$ cat config.mk
export PLATFORM = sky130hd
export DESIGN_NAME = qu_top
export DESIGN_NICKNAME = d
export VERILOG_FILES = /design/src/hw/qu_pkg.sv /design/src/hw/qu_top.sv /design/src/hw/qu_fifo.sv
export VERILOG_INCLUDE_DIRS = /design/src /design/src/hw
export SDC_FILE = /design/constraint.sdc
export NUM_CORES = 2
export LEC_CHECK = 0
export ABC_AREA = 1
export BUFFER_PORTS_ARGS = -buffer_cell sky130_fd_sc_hd__buf_2
export CORE_MARGIN = 3
export CORE_UTILIZATION = 40
export CTS_CLUSTER_SIZE = 16
export DETAILED_ROUTE_END_ITERATION = 8
export GPL_TIMING_DRIVEN = 1
export SLEW_MARGIN = 15
export SYNTH_ARGS = -nofsm -noshare
export SYNTH_HDL_FRONTEND = slang
export SYNTH_SLANG_ARGS = --single-unit
export TNS_END_PERCENT = 10
$ cat constraint.sdc
create_clock -name ref_clk_i -period 3.41 [get_ports ref_clk_i]
set_clock_uncertainty 0.05 [all_clocks]
set_input_delay 0.1705 -clock ref_clk_i [delete_from_list [all_inputs] [get_ports ref_clk_i]]
set_output_delay 0.1705 -clock ref_clk_i [all_outputs]
set_load 0.02 [all_outputs]
$ cat src/hw/qu_defines.svh
// offsets, levels and timing counts for the quad channel serial core
`ifndef QU_DEFINES_SVH
`define QU_DEFINES_SVH

`define QU_CHANNELS 4
`define QU_FIFO_DEPTH 16
`define QU_DATA_BITS 8
`define QU_OVERSAMPLE 16
`define QU_MID_SAMPLE 4'h7
`define QU_LAST_SAMPLE 4'hF
`define QU_LAST_DATA_BIT 3'h7
`define QU_DIV_WIDTH 16
`define QU_DIV_RESET 16'h0001

// receive fill thresholds, selected by cfg.rx_trig
`define QU_TRIG_L0 5'h01
`define QU_TRIG_L1 5'h04
`define QU_TRIG_L2 5'h08
`define QU_TRIG_L3 5'h0E

// interrupt style variants
`define QU_STYLE_PIN 2'h0
`define QU_STYLE_TIED_HIGH 2'h1
`define QU_STYLE_TIED_LOW 2'h2

`endif

$ cat src/hw/qu_pkg.sv
// types shared by the quad channel serial core
package qu_pkg;

    typedef enum logic [2:0] {
        QU_IDLE,
        QU_START,
        QU_DATA,
        QU_PARITY,
        QU_STOP
    } qu_state_e;

    typedef struct packed {
        logic fifo_en;
        logic parity_en;
        logic parity_odd;
        logic two_stop;
        logic [1:0] rx_trig;
        logic [15:0] baud_div;
    } qu_cfg_s;

    typedef struct packed {
        logic mode_16;
        logic [3:0] chan_cs_n;
        logic single_cs_n;
        logic [1:0] chan_addr;
    } qu_sel_s;

endpackage : qu_pkg

$ cat src/hw/qu_top.sv
// four channel asynchronous serial transceiver core
`include "qu_defines.svh"

module qu_top #(
    parameter int CHANNELS = `QU_CHANNELS,
    parameter int FIFO_DEPTH = `QU_FIFO_DEPTH,
    parameter logic [1:0] IRQ_VARIANT = `QU_STYLE_PIN
) (
    input wire logic ref_clk_i,
    input wire logic rst_n_i,
    input wire qu_pkg::qu_cfg_s cfg_i,
    input wire qu_pkg::qu_sel_s sel_i,
    input wire logic wr_strobe_i,
    input wire logic [7:0] wr_data_i,
    input wire logic rd_strobe_i,
    output logic [7:0] rd_data_o,
    output logic rd_valid_o,
    input wire logic [CHANNELS-1:0] loopback_i,
    input wire logic irq_style_select_i,
    input wire logic [CHANNELS-1:0] modem_control_reg_gate_i,
    input wire logic [CHANNELS-1:0] serial_in_ch_i,
    output logic [CHANNELS-1:0] serial_out_ch_o,
    output logic combined_rx_avail_n_o,
    output logic combined_tx_space_n_o,
    output logic [CHANNELS-1:0] irq_o,
    output logic [CHANNELS-1:0] line_err_o,
    output logic [CHANNELS-1:0] rx_pending_o
);
    localparam int CW = $clog2(FIFO_DEPTH + 1);

    // ***************************************************
    // channel select decode
    // ***************************************************
    function automatic logic [CHANNELS-1:0] chan_pick(input qu_pkg::qu_sel_s s);
        logic [CHANNELS-1:0] r;
        r = '0;
        if (s.mode_16) begin
            for (int k = 0; k < CHANNELS; k++) begin
                if (s.chan_cs_n == ~(4'h1 << k)) begin
                    r[k] = 1'b1;
                end
            end
        end else if (!s.single_cs_n) begin
            r[s.chan_addr] = 1'b1;
        end
        return r;
    endfunction : chan_pick

    function automatic logic [CW-1:0] trig_level(input logic [1:0] sel);
        logic [CW-1:0] r;
        case (sel)
            2'h0: r = CW'(`QU_TRIG_L0);
            2'h1: r = CW'(`QU_TRIG_L1);
            2'h2: r = CW'(`QU_TRIG_L2);
            default: r = CW'(`QU_TRIG_L3);
        endcase
        return r;
    endfunction : trig_level

    logic [CHANNELS-1:0] wr_pick;
    logic [CHANNELS-1:0] rd_pick;
    logic [CHANNELS-1:0] tx_space;
    logic [CHANNELS-1:0] rx_avail;
    logic [CHANNELS-1:0] irq_raw;
    logic [7:0] rx_head [CHANNELS];
    logic irq_continuous;

    assign wr_pick = wr_strobe_i ? chan_pick(sel_i) : '0;
    assign rd_pick = rd_strobe_i ? chan_pick(sel_i) : '0;

    // ***************************************************
    // interrupt style
    // ***************************************************
    always_comb begin
        case (IRQ_VARIANT)
            `QU_STYLE_TIED_HIGH: irq_continuous = 1'b1;
            `QU_STYLE_TIED_LOW: irq_continuous = 1'b0;
            default: irq_continuous = irq_style_select_i;
        endcase
    end

    // ***************************************************
    // per-channel transmitter and receiver
    // ***************************************************
    for (genvar c = 0; c < CHANNELS; c++) begin : g_ch
        logic [`QU_DIV_WIDTH-1:0] div_cnt_q;
        logic tick;
        logic rx_s1_q;
        logic rx_s2_q;
        logic rx_line;
        logic tx_line_q;
        qu_pkg::qu_state_e tx_st_q;
        qu_pkg::qu_state_e rx_st_q;
        logic [3:0] tx_sub_q;
        logic [3:0] rx_sub_q;
        logic [2:0] tx_bit_q;
        logic [2:0] rx_bit_q;
        logic tx_stop2_q;
        logic [7:0] tx_sh_q;
        logic [7:0] rx_sh_q;
        logic tx_par_q;
        logic rx_par_q;
        logic rx_par_err_q;
        logic tx_pop;
        logic tx_valid;
        logic [7:0] tx_data;
        logic rx_push;
        logic rx_ready;
        logic rx_frame_err;
        logic [CW-1:0] rx_count;

        // baud tick at sixteen times the bit rate
        assign tick = (div_cnt_q <= `QU_DIV_RESET);

        always_ff @(posedge ref_clk_i) begin
            if (!rst_n_i) begin
                div_cnt_q <= `QU_DIV_RESET;
            end else if (tick) begin
                div_cnt_q <= cfg_i.baud_div;
            end else begin
                div_cnt_q <= div_cnt_q - 1'b1;
            end
        end

        // fifos: single location until enabled
        qu_fifo #(.WIDTH(8), .DEPTH(FIFO_DEPTH), .CW(CW)) u_tx_fifo (
            .ref_clk_i(ref_clk_i),
            .rst_n_i(rst_n_i),
            .limit_one_i(~cfg_i.fifo_en),
            .in_valid_i(wr_pick[c]),
            .in_ready_o(tx_space[c]),
            .in_data_i(wr_data_i),
            .out_valid_o(tx_valid),
            .out_ready_i(tx_pop),
            .out_data_o(tx_data),
            .count_o()
        );

        qu_fifo #(.WIDTH(8), .DEPTH(FIFO_DEPTH), .CW(CW)) u_rx_fifo (
            .ref_clk_i(ref_clk_i),
            .rst_n_i(rst_n_i),
            .limit_one_i(~cfg_i.fifo_en),
            .in_valid_i(rx_push),
            .in_ready_o(rx_ready),
            .in_data_i(rx_sh_q),
            .out_valid_o(rx_avail[c]),
            .out_ready_i(rd_pick[c]),
            .out_data_o(rx_head[c]),
            .count_o(rx_count)
        );

        assign irq_raw[c] = cfg_i.fifo_en ? (rx_count >= trig_level(cfg_i.rx_trig)) : rx_avail[c];

        // ***************************************************
        // transmitter
        // ***************************************************
        assign tx_pop = (tx_st_q == qu_pkg::QU_IDLE) & tx_valid;

        always_ff @(posedge ref_clk_i) begin
            if (!rst_n_i) begin
                tx_st_q <= qu_pkg::QU_IDLE;
                tx_line_q <= 1'b1;
                tx_sub_q <= '0;
                tx_bit_q <= '0;
                tx_stop2_q <= 1'b0;
                tx_sh_q <= '0;
                tx_par_q <= 1'b0;
            end else begin
                case (tx_st_q)
                    qu_pkg::QU_IDLE: begin
                        tx_line_q <= 1'b1;
                        if (tx_valid) begin
                            tx_sh_q <= tx_data;
                            tx_par_q <= (^tx_data) ^ cfg_i.parity_odd;
                            tx_sub_q <= '0;
                            tx_st_q <= qu_pkg::QU_START;
                        end
                    end
                    qu_pkg::QU_START: begin
                        tx_line_q <= 1'b0;
                        if (tick) begin
                            tx_sub_q <= tx_sub_q + 1'b1;
                            if (tx_sub_q == `QU_LAST_SAMPLE) begin
                                tx_bit_q <= '0;
                                tx_st_q <= qu_pkg::QU_DATA;
                            end
                        end
                    end
                    qu_pkg::QU_DATA: begin
                        tx_line_q <= tx_sh_q[0];
                        if (tick) begin
                            tx_sub_q <= tx_sub_q + 1'b1;
                            if (tx_sub_q == `QU_LAST_SAMPLE) begin
                                tx_sh_q <= {1'b0, tx_sh_q[7:1]};
                                tx_bit_q <= tx_bit_q + 1'b1;
                                if (tx_bit_q == `QU_LAST_DATA_BIT) begin
                                    tx_stop2_q <= cfg_i.two_stop;
                                    tx_st_q <= cfg_i.parity_en ? qu_pkg::QU_PARITY : qu_pkg::QU_STOP;
                                end
                            end
                        end
                    end
                    qu_pkg::QU_PARITY: begin
                        tx_line_q <= tx_par_q;
                        if (tick) begin
                            tx_sub_q <= tx_sub_q + 1'b1;
                            if (tx_sub_q == `QU_LAST_SAMPLE) begin
                                tx_st_q <= qu_pkg::QU_STOP;
                            end
                        end
                    end
                    qu_pkg::QU_STOP: begin
                        tx_line_q <= 1'b1;
                        if (tick) begin
                            tx_sub_q <= tx_sub_q + 1'b1;
                            if (tx_sub_q == `QU_LAST_SAMPLE) begin
                                tx_stop2_q <= 1'b0;
                                if (!tx_stop2_q) begin
                                    tx_st_q <= qu_pkg::QU_IDLE;
                                end
                            end
                        end
                    end
                    default: tx_st_q <= qu_pkg::QU_IDLE;
                endcase
            end
        end

        // external pin idles high during loop-back
        always_ff @(posedge ref_clk_i) begin
            if (!rst_n_i) begin
                serial_out_ch_o[c] <= 1'b1;
            end else begin
                serial_out_ch_o[c] <= loopback_i[c] ? 1'b1 : tx_line_q;
            end
        end

        // ***************************************************
        // receiver
        // ***************************************************
        always_ff @(posedge ref_clk_i) begin
            if (!rst_n_i) begin
                rx_s1_q <= 1'b1;
                rx_s2_q <= 1'b1;
            end else begin
                rx_s1_q <= serial_in_ch_i[c];
                rx_s2_q <= rx_s1_q;
            end
        end

        assign rx_line = loopback_i[c] ? tx_line_q : rx_s2_q;
        assign rx_push = (rx_st_q == qu_pkg::QU_STOP) & tick & (rx_sub_q == `QU_LAST_SAMPLE) & rx_line;
        assign rx_frame_err = (rx_st_q == qu_pkg::QU_STOP) & tick & (rx_sub_q == `QU_LAST_SAMPLE) & ~rx_line;

        always_ff @(posedge ref_clk_i) begin
            if (!rst_n_i) begin
                rx_st_q <= qu_pkg::QU_IDLE;
                rx_sub_q <= '0;
                rx_bit_q <= '0;
                rx_sh_q <= '0;
                rx_par_q <= 1'b0;
                rx_par_err_q <= 1'b0;
            end else begin
                case (rx_st_q)
                    qu_pkg::QU_IDLE: begin
                        rx_sub_q <= '0;
                        if (!rx_line) begin
                            rx_st_q <= qu_pkg::QU_START;
                        end
                    end
                    qu_pkg::QU_START: begin
                        if (tick) begin
                            rx_sub_q <= rx_sub_q + 1'b1;
                            if (rx_sub_q == `QU_MID_SAMPLE) begin
                                // false start: line back high at mid-bit
                                rx_sub_q <= '0;
                                rx_bit_q <= '0;
                                rx_par_q <= cfg_i.parity_odd;
                                rx_par_err_q <= 1'b0;
                                rx_st_q <= rx_line ? qu_pkg::QU_IDLE : qu_pkg::QU_DATA;
                            end
                        end
                    end
                    qu_pkg::QU_DATA: begin
                        if (tick) begin
                            rx_sub_q <= rx_sub_q + 1'b1;
                            if (rx_sub_q == `QU_LAST_SAMPLE) begin
                                rx_sh_q <= {rx_line, rx_sh_q[7:1]};
                                rx_par_q <= rx_par_q ^ rx_line;
                                rx_bit_q <= rx_bit_q + 1'b1;
                                if (rx_bit_q == `QU_LAST_DATA_BIT) begin
                                    rx_st_q <= cfg_i.parity_en ? qu_pkg::QU_PARITY : qu_pkg::QU_STOP;
                                end
                            end
                        end
                    end
                    qu_pkg::QU_PARITY: begin
                        if (tick) begin
                            rx_sub_q <= rx_sub_q + 1'b1;
                            if (rx_sub_q == `QU_LAST_SAMPLE) begin
                                rx_par_err_q <= rx_par_q ^ rx_line;
                                rx_st_q <= qu_pkg::QU_STOP;
                            end
                        end
                    end
                    qu_pkg::QU_STOP: begin
                        if (tick) begin
                            rx_sub_q <= rx_sub_q + 1'b1;
                            if (rx_sub_q == `QU_LAST_SAMPLE) begin
                                rx_st_q <= qu_pkg::QU_IDLE;
                            end
                        end
                    end
                    default: rx_st_q <= qu_pkg::QU_IDLE;
                endcase
            end
        end

        // sticky line error; a new error wins over the read that clears it
        always_ff @(posedge ref_clk_i) begin
            if (!rst_n_i) begin
                line_err_o[c] <= 1'b0;
            end else if (rx_frame_err || (rx_push && (rx_par_err_q || !rx_ready))) begin
                line_err_o[c] <= 1'b1;
            end else if (rd_pick[c]) begin
                line_err_o[c] <= 1'b0;
            end
        end

        // per-channel status for source identification
        always_ff @(posedge ref_clk_i) begin
            if (!rst_n_i) begin
                rx_pending_o[c] <= 1'b0;
                irq_o[c] <= 1'b0;
            end else begin
                rx_pending_o[c] <= rx_avail[c];
                irq_o[c] <= irq_raw[c] & (irq_continuous | modem_control_reg_gate_i[c]);
            end
        end
    end

    // ***************************************************
    // combined flags and read data
    // ***************************************************
    always_ff @(posedge ref_clk_i) begin
        if (!rst_n_i) begin
            combined_rx_avail_n_o <= 1'b1;
            combined_tx_space_n_o <= 1'b0;
        end else begin
            combined_rx_avail_n_o <= ~|rx_avail;
            combined_tx_space_n_o <= ~|tx_space;
        end
    end

    always_ff @(posedge ref_clk_i) begin
        if (!rst_n_i) begin
            rd_data_o <= 8'h00;
            rd_valid_o <= 1'b0;
        end else begin
            rd_valid_o <= |(rd_pick & rx_avail);
            rd_data_o <= 8'h00;
            for (int k = 0; k < CHANNELS; k++) begin
                if (rd_pick[k]) begin
                    rd_data_o <= rx_head[k];
                end
            end
        end
    end

endmodule : qu_top

$ cat src/hw/qu_fifo.sv
// parameterised flip-flop fifo with valid/ready on both sides
module qu_fifo #(
    parameter int WIDTH = 8,
    parameter int DEPTH = 16,
    parameter int CW = $clog2(DEPTH + 1)
) (
    input wire logic ref_clk_i,
    input wire logic rst_n_i,
    input wire logic limit_one_i,
    input wire logic in_valid_i,
    output logic in_ready_o,
    input wire logic [WIDTH-1:0] in_data_i,
    output logic out_valid_o,
    input wire logic out_ready_i,
    output logic [WIDTH-1:0] out_data_o,
    output logic [CW-1:0] count_o
);
    localparam int AW = (DEPTH > 1) ? $clog2(DEPTH) : 1;

    logic [WIDTH-1:0] mem_q [DEPTH];
    logic [AW-1:0] wr_ptr_q;
    logic [AW-1:0] rd_ptr_q;
    logic [CW-1:0] count_q;
    logic push;
    logic pop;

    // fifo-less mode: a single holding location
    assign in_ready_o = limit_one_i ? (count_q == '0) : (count_q != CW'(DEPTH));
    assign out_valid_o = (count_q != '0);
    assign out_data_o = mem_q[rd_ptr_q];
    assign count_o = count_q;
    assign push = in_valid_i & in_ready_o;
    assign pop = out_valid_o & out_ready_i;

    always_ff @(posedge ref_clk_i) begin
        if (push) begin
            mem_q[wr_ptr_q] <= in_data_i;
        end
    end

    always_ff @(posedge ref_clk_i) begin
        if (!rst_n_i) begin
            wr_ptr_q <= '0;
            rd_ptr_q <= '0;
            count_q <= '0;
        end else begin
            if (push) begin
                wr_ptr_q <= (wr_ptr_q == AW'(DEPTH - 1)) ? '0 : wr_ptr_q + 1'b1;
            end
            if (pop) begin
                rd_ptr_q <= (rd_ptr_q == AW'(DEPTH - 1)) ? '0 : rd_ptr_q + 1'b1;
            end
            if (push && !pop) begin
                count_q <= count_q + 1'b1;
            end else if (pop && !push) begin
                count_q <= count_q - 1'b1;
            end
        end
    end

endmodule : qu_fifo

==> impl_results.md <==
- Family with the most delay on the worst path: adder cells
- Tightest hold margin: 0.09584 ns
- Mapped Avg Cell Area: 10.15 um^2
- Hold crit path type: input port to flop
- Unrepaired setup endpoints after global routing: true
- Final instance area: 0.07040 mm^2
- F_max: 322.8 MHz
- Critical path type: flop to flop
- Post-route setup slack: 0.3119 ns
- Clock transition at path regs: 0.06 ns
- Worst slew pin tran: 1.131 ns
- Vias: 43860
- Critical Path End Type: flop
- P_leak: 26.16 nW
- Worst vdd ir: 461.9 uV
- Drt initial violations: 3620
- Slew headroom: 0.2458
- Final worst-path cycle share: 0.9085
- Area post-placement: 0.06481 mm^2
- Top_reg_cell synth: edfxtp_1
- Rows: 143
- Final hold viol count: 0
- CP max-delay cell: fa_1
- Post-CTS setup buffer count: 0
- CTS tree: done
- IO Pins: 82
- Unique masters post-synth: 71
- Finished Layout Cells: 8426
- Fillers: 14030
- Largest net degree at the start of global routing: 82
- DP Cell Count: 8099
- Post-Syn Instances: 6060
- Post-detail-place hpwl: 100800 um
- Worst path bufs/invs: 4
- EDFF count, synth: 1024
- First-pass GRT wire length: 239500 um
- Sequential fraction of the synthesis area: 0.6299
- Syn_nets: 6244
- Number of global-route vias before repair: 41560
- Full die area: 0.1585 mm^2
- Antenna violations before repair: 8
- DRT Pass-1 Iters: 8
- Inserted Clock Buffers: 153
- H-tree depth: 4
- MaxCap Viol Count: 0
- Async set-reset flop share out of synthesis: 0
- Status: complete, no violations
- Worst skew pair latency: 0.80 ns
- Final setup viols: 0
- Power Total: 47.24 mW
- GRT Util Overall: 0.1920
- Nets: 6449
- CTS Sinks: 1423
- CP peak stage delay: 0.43 ns
- Routed len/inst: 18.37 um
- Dpl ws: 0.2343 ns
- Number of remaining DRC errors: 0
- Initial Utilization: 0.4039
- Clk root buf: clkbuf_16
- Worst-path fanout max: 5
- Max Slew Vio Count: 0
- Die W: 398.1 um
- GRT Residual Overflow: 0
- Layout cells sized above 1: 0.09089
- Routability cong.: 0.8855
- Post-route ant nets: 0
- Yosys reg bits: 1423
- IO Port Bufs: 81
- Post-layout min period: 3.098 ns
- CP cell instances: inv_1 -> ha_1 -> inv_1 -> a21oi_1 -> nand2_4 -> clkinv_2 -> nand3_4 -> nor3_4 -> ha_1 -> inv_1 -> fa_1 -> a21o_1 -> a21oi_1 -> nor2_1 -> nor2_1 -> nand2_1 -> o21ai_0 -> a21oi_1
- Max Root-Sink Buffers: 3
- Startpoint Class: flop
- Synthesis-to-layout area growth: 14.48%
- Synthesized area: 0.06150 mm^2
- Core ar.: 0.1523 mm^2
- Critical Path AT: 3.72 ns
- CP Data Required Time: 4.03 ns
- Vias/cell: 5.205
- Pwr Density: 671.1 mW/mm^2
- Ys Warns: 0
- Die span in y: 398.1 um
- Routed wire length: 154800 um
cell usage in the layout (no fill, tap or decap), types with 20 or more instances in the layout:
| master | count |
|---|---|
| a211oi_1 | 41 |
| a21oi_1 | 273 |
| a31oi_1 | 36 |
| buf_2 | 80 |
| buf_4 | 166 |
| clkbuf_1 | 45 |
| clkbuf_16 | 153 |
| clkinv_2 | 22 |
| dfxtp_1 | 389 |
| dlygate4sd3_1 | 41 |
| edfxtp_1 | 1024 |
| ha_1 | 121 |
| inv_1 | 531 |
| mux2i_1 | 60 |
| nand2_1 | 961 |
| nand3_1 | 309 |
| nor2_1 | 923 |
| nor3_1 | 67 |
| o211ai_1 | 104 |
| o21ai_0 | 593 |
| o221ai_1 | 32 |
| o22ai_1 | 35 |
| o32ai_1 | 44 |
| or2_2 | 20 |
| xnor2_1 | 20 |
| xor2_1 | 32 |
kinds of logic (layout without fill, tap and decap cells):
family / Yosys count / after routing / synth area share
compound gates: 1225 / 1225 / 0.1149
xor+xnor: 52 / 52 / 0.007406
fa+ha+maj: 129 / 129 / 0.02722
buf+inv: 799 / 1131 / 0.05115
flops: 1423 / 1423 / 0.6299
mux: 60 / 60 / 0.009766
other cells: 0 / 4 / 0
simple gates: 2372 / 2372 / 0.1597
cell usage after synthesis (13+ instances only):
cell type | n | area, um^2
edfxtp_1 | 1024 | 30750
a211oi_1 | 41 | 307.8
a31oi_1 | 36 | 225.2
a21oi_1 | 273 | 1366
nand2_1 | 961 | 3607
o22ai_1 | 35 | 219.0
nor4_1 | 13 | 81.33
nand3_1 | 309 | 1546
nor2_1 | 925 | 3472
nor3_1 | 67 | 335.3
mux2i_1 | 60 | 600.6
inv_2 | 14 | 52.55
xor2_1 | 32 | 280.3
dfxtp_1 | 399 | 7988
o211ai_1 | 104 | 780.8
clkbuf_1 | 162 | 608.1
o32ai_1 | 44 | 385.4
inv_1 | 533 | 2001
o221ai_1 | 32 | 280.3
o21ai_0 | 594 | 2973
buf_2 | 62 | 310.3
xnor2_1 | 20 | 175.2
or2_2 | 20 | 125.1
ha_1 | 121 | 1514
through the flow:
stage | setup TNS, ns | utilization
3_3_place_gp | 0 | 0.4257
5_1_grt | -0.05803 | 0.4623
3_5_place_dp | 0 | 0.4257
6_report | 0 | 0.4624
2_1_floorplan | 0 | -
4_1_cts | 0 | 0.4621
state kept, by name (all words and copies together) (netlist names), 16 cells and up, named ones only:
name / cells
g_ch.u_rx_fifo.mem_q: 512
g_ch.u_tx_fifo.mem_q: 512
g_ch.div_cnt_q: 64
g_ch.rx_sh_q: 32
g_ch.tx_sh_q: 32
g_ch.u_rx_fifo.count_o: 20
g_ch.u_tx_fifo.count_o: 20
g_ch.rx_sub_q: 16
g_ch.tx_sub_q: 16
g_ch.u_rx_fifo.rd_ptr_q: 16
g_ch.u_rx_fifo.wr_ptr_q: 16
g_ch.u_tx_fifo.rd_ptr_q: 16
g_ch.u_tx_fifo.wr_ptr_q: 16
cell type report:
cell class | instances | area, um^2 | share of cell area
antenna | 4 | 10.01 | 0.0001422
clock buffer | 213 | 4204 | 0.05972
clock inverter | 69 | 935.9 | 0.01329
inverter | 553 | 2082 | 0.02957
multi-input combinational | 3838 | 19650 | 0.2791
sequential | 1423 | 38750 | 0.5504
tap | 2030 | 2540 | 0.03608
timing repair buffer | 296 | 2228 | 0.03165
path summary, 6_finish.rpt:
check,startpoint,to,slack (ns),depth (start not counted)
worst max-delay path,g_ch[3].div_cnt_q[0],g_ch[3].u_rx_fifo.count_o[4],0.31,18
worst min-delay path,modem_control_reg_gate_i[1],irq_o[1],0.1,3
worst max register to register,g_ch[3].div_cnt_q[0],g_ch[3].u_rx_fifo.count_o[4],0.31,18
worst min register to register,g_ch[0].rx_s1_q,g_ch[0].rx_s2_q,0.37,1
power breakdown:
part / switching, mW / leakage (nW) / internal [mW]
Clock: 7.03 / 2.49 / 9.80
Combinational: 7.09 / 11.2 / 3.37
Sequential: 0.671 / 12.5 / 19.3
Total: 14.8 / 26.2 / 32.4
metal layers:
layer,vias up,global-route usage,routed length (um)
met3,223,0.03173,9419
met4,4,0.05866,3952
met2,1183,0.3058,70930
met5,-,0,21
met1,21060,0.2691,70450
li1,21390,-,-
repair_timing:
action | in CTS | in global routing
hold buffers | 41 | 0
gates resized for setup | 0 | 8
endpoints found under the setup margin | 0 | 5
endpoints found under the hold margin | 344 | 0
worst register-to-register path: stages, from the launching register on:
cell      delay, ns
dfxtp_1        0.32
inv_1          0.14
ha_1           0.23
inv_1          0.07
a21oi_1        0.24
nand2_4        0.07
clkinv_2       0.09
nand3_4        0.09
nor3_4         0.15
ha_1           0.22
inv_1          0.11
fa_1           0.43
a21o_1         0.20
a21oi_1        0.15
nor2_1         0.06
nor2_1         0.09
nand2_1        0.07
o21ai_0        0.15
a21oi_1        0.05
No activity file was read; power rests on OpenSTA's default activity.
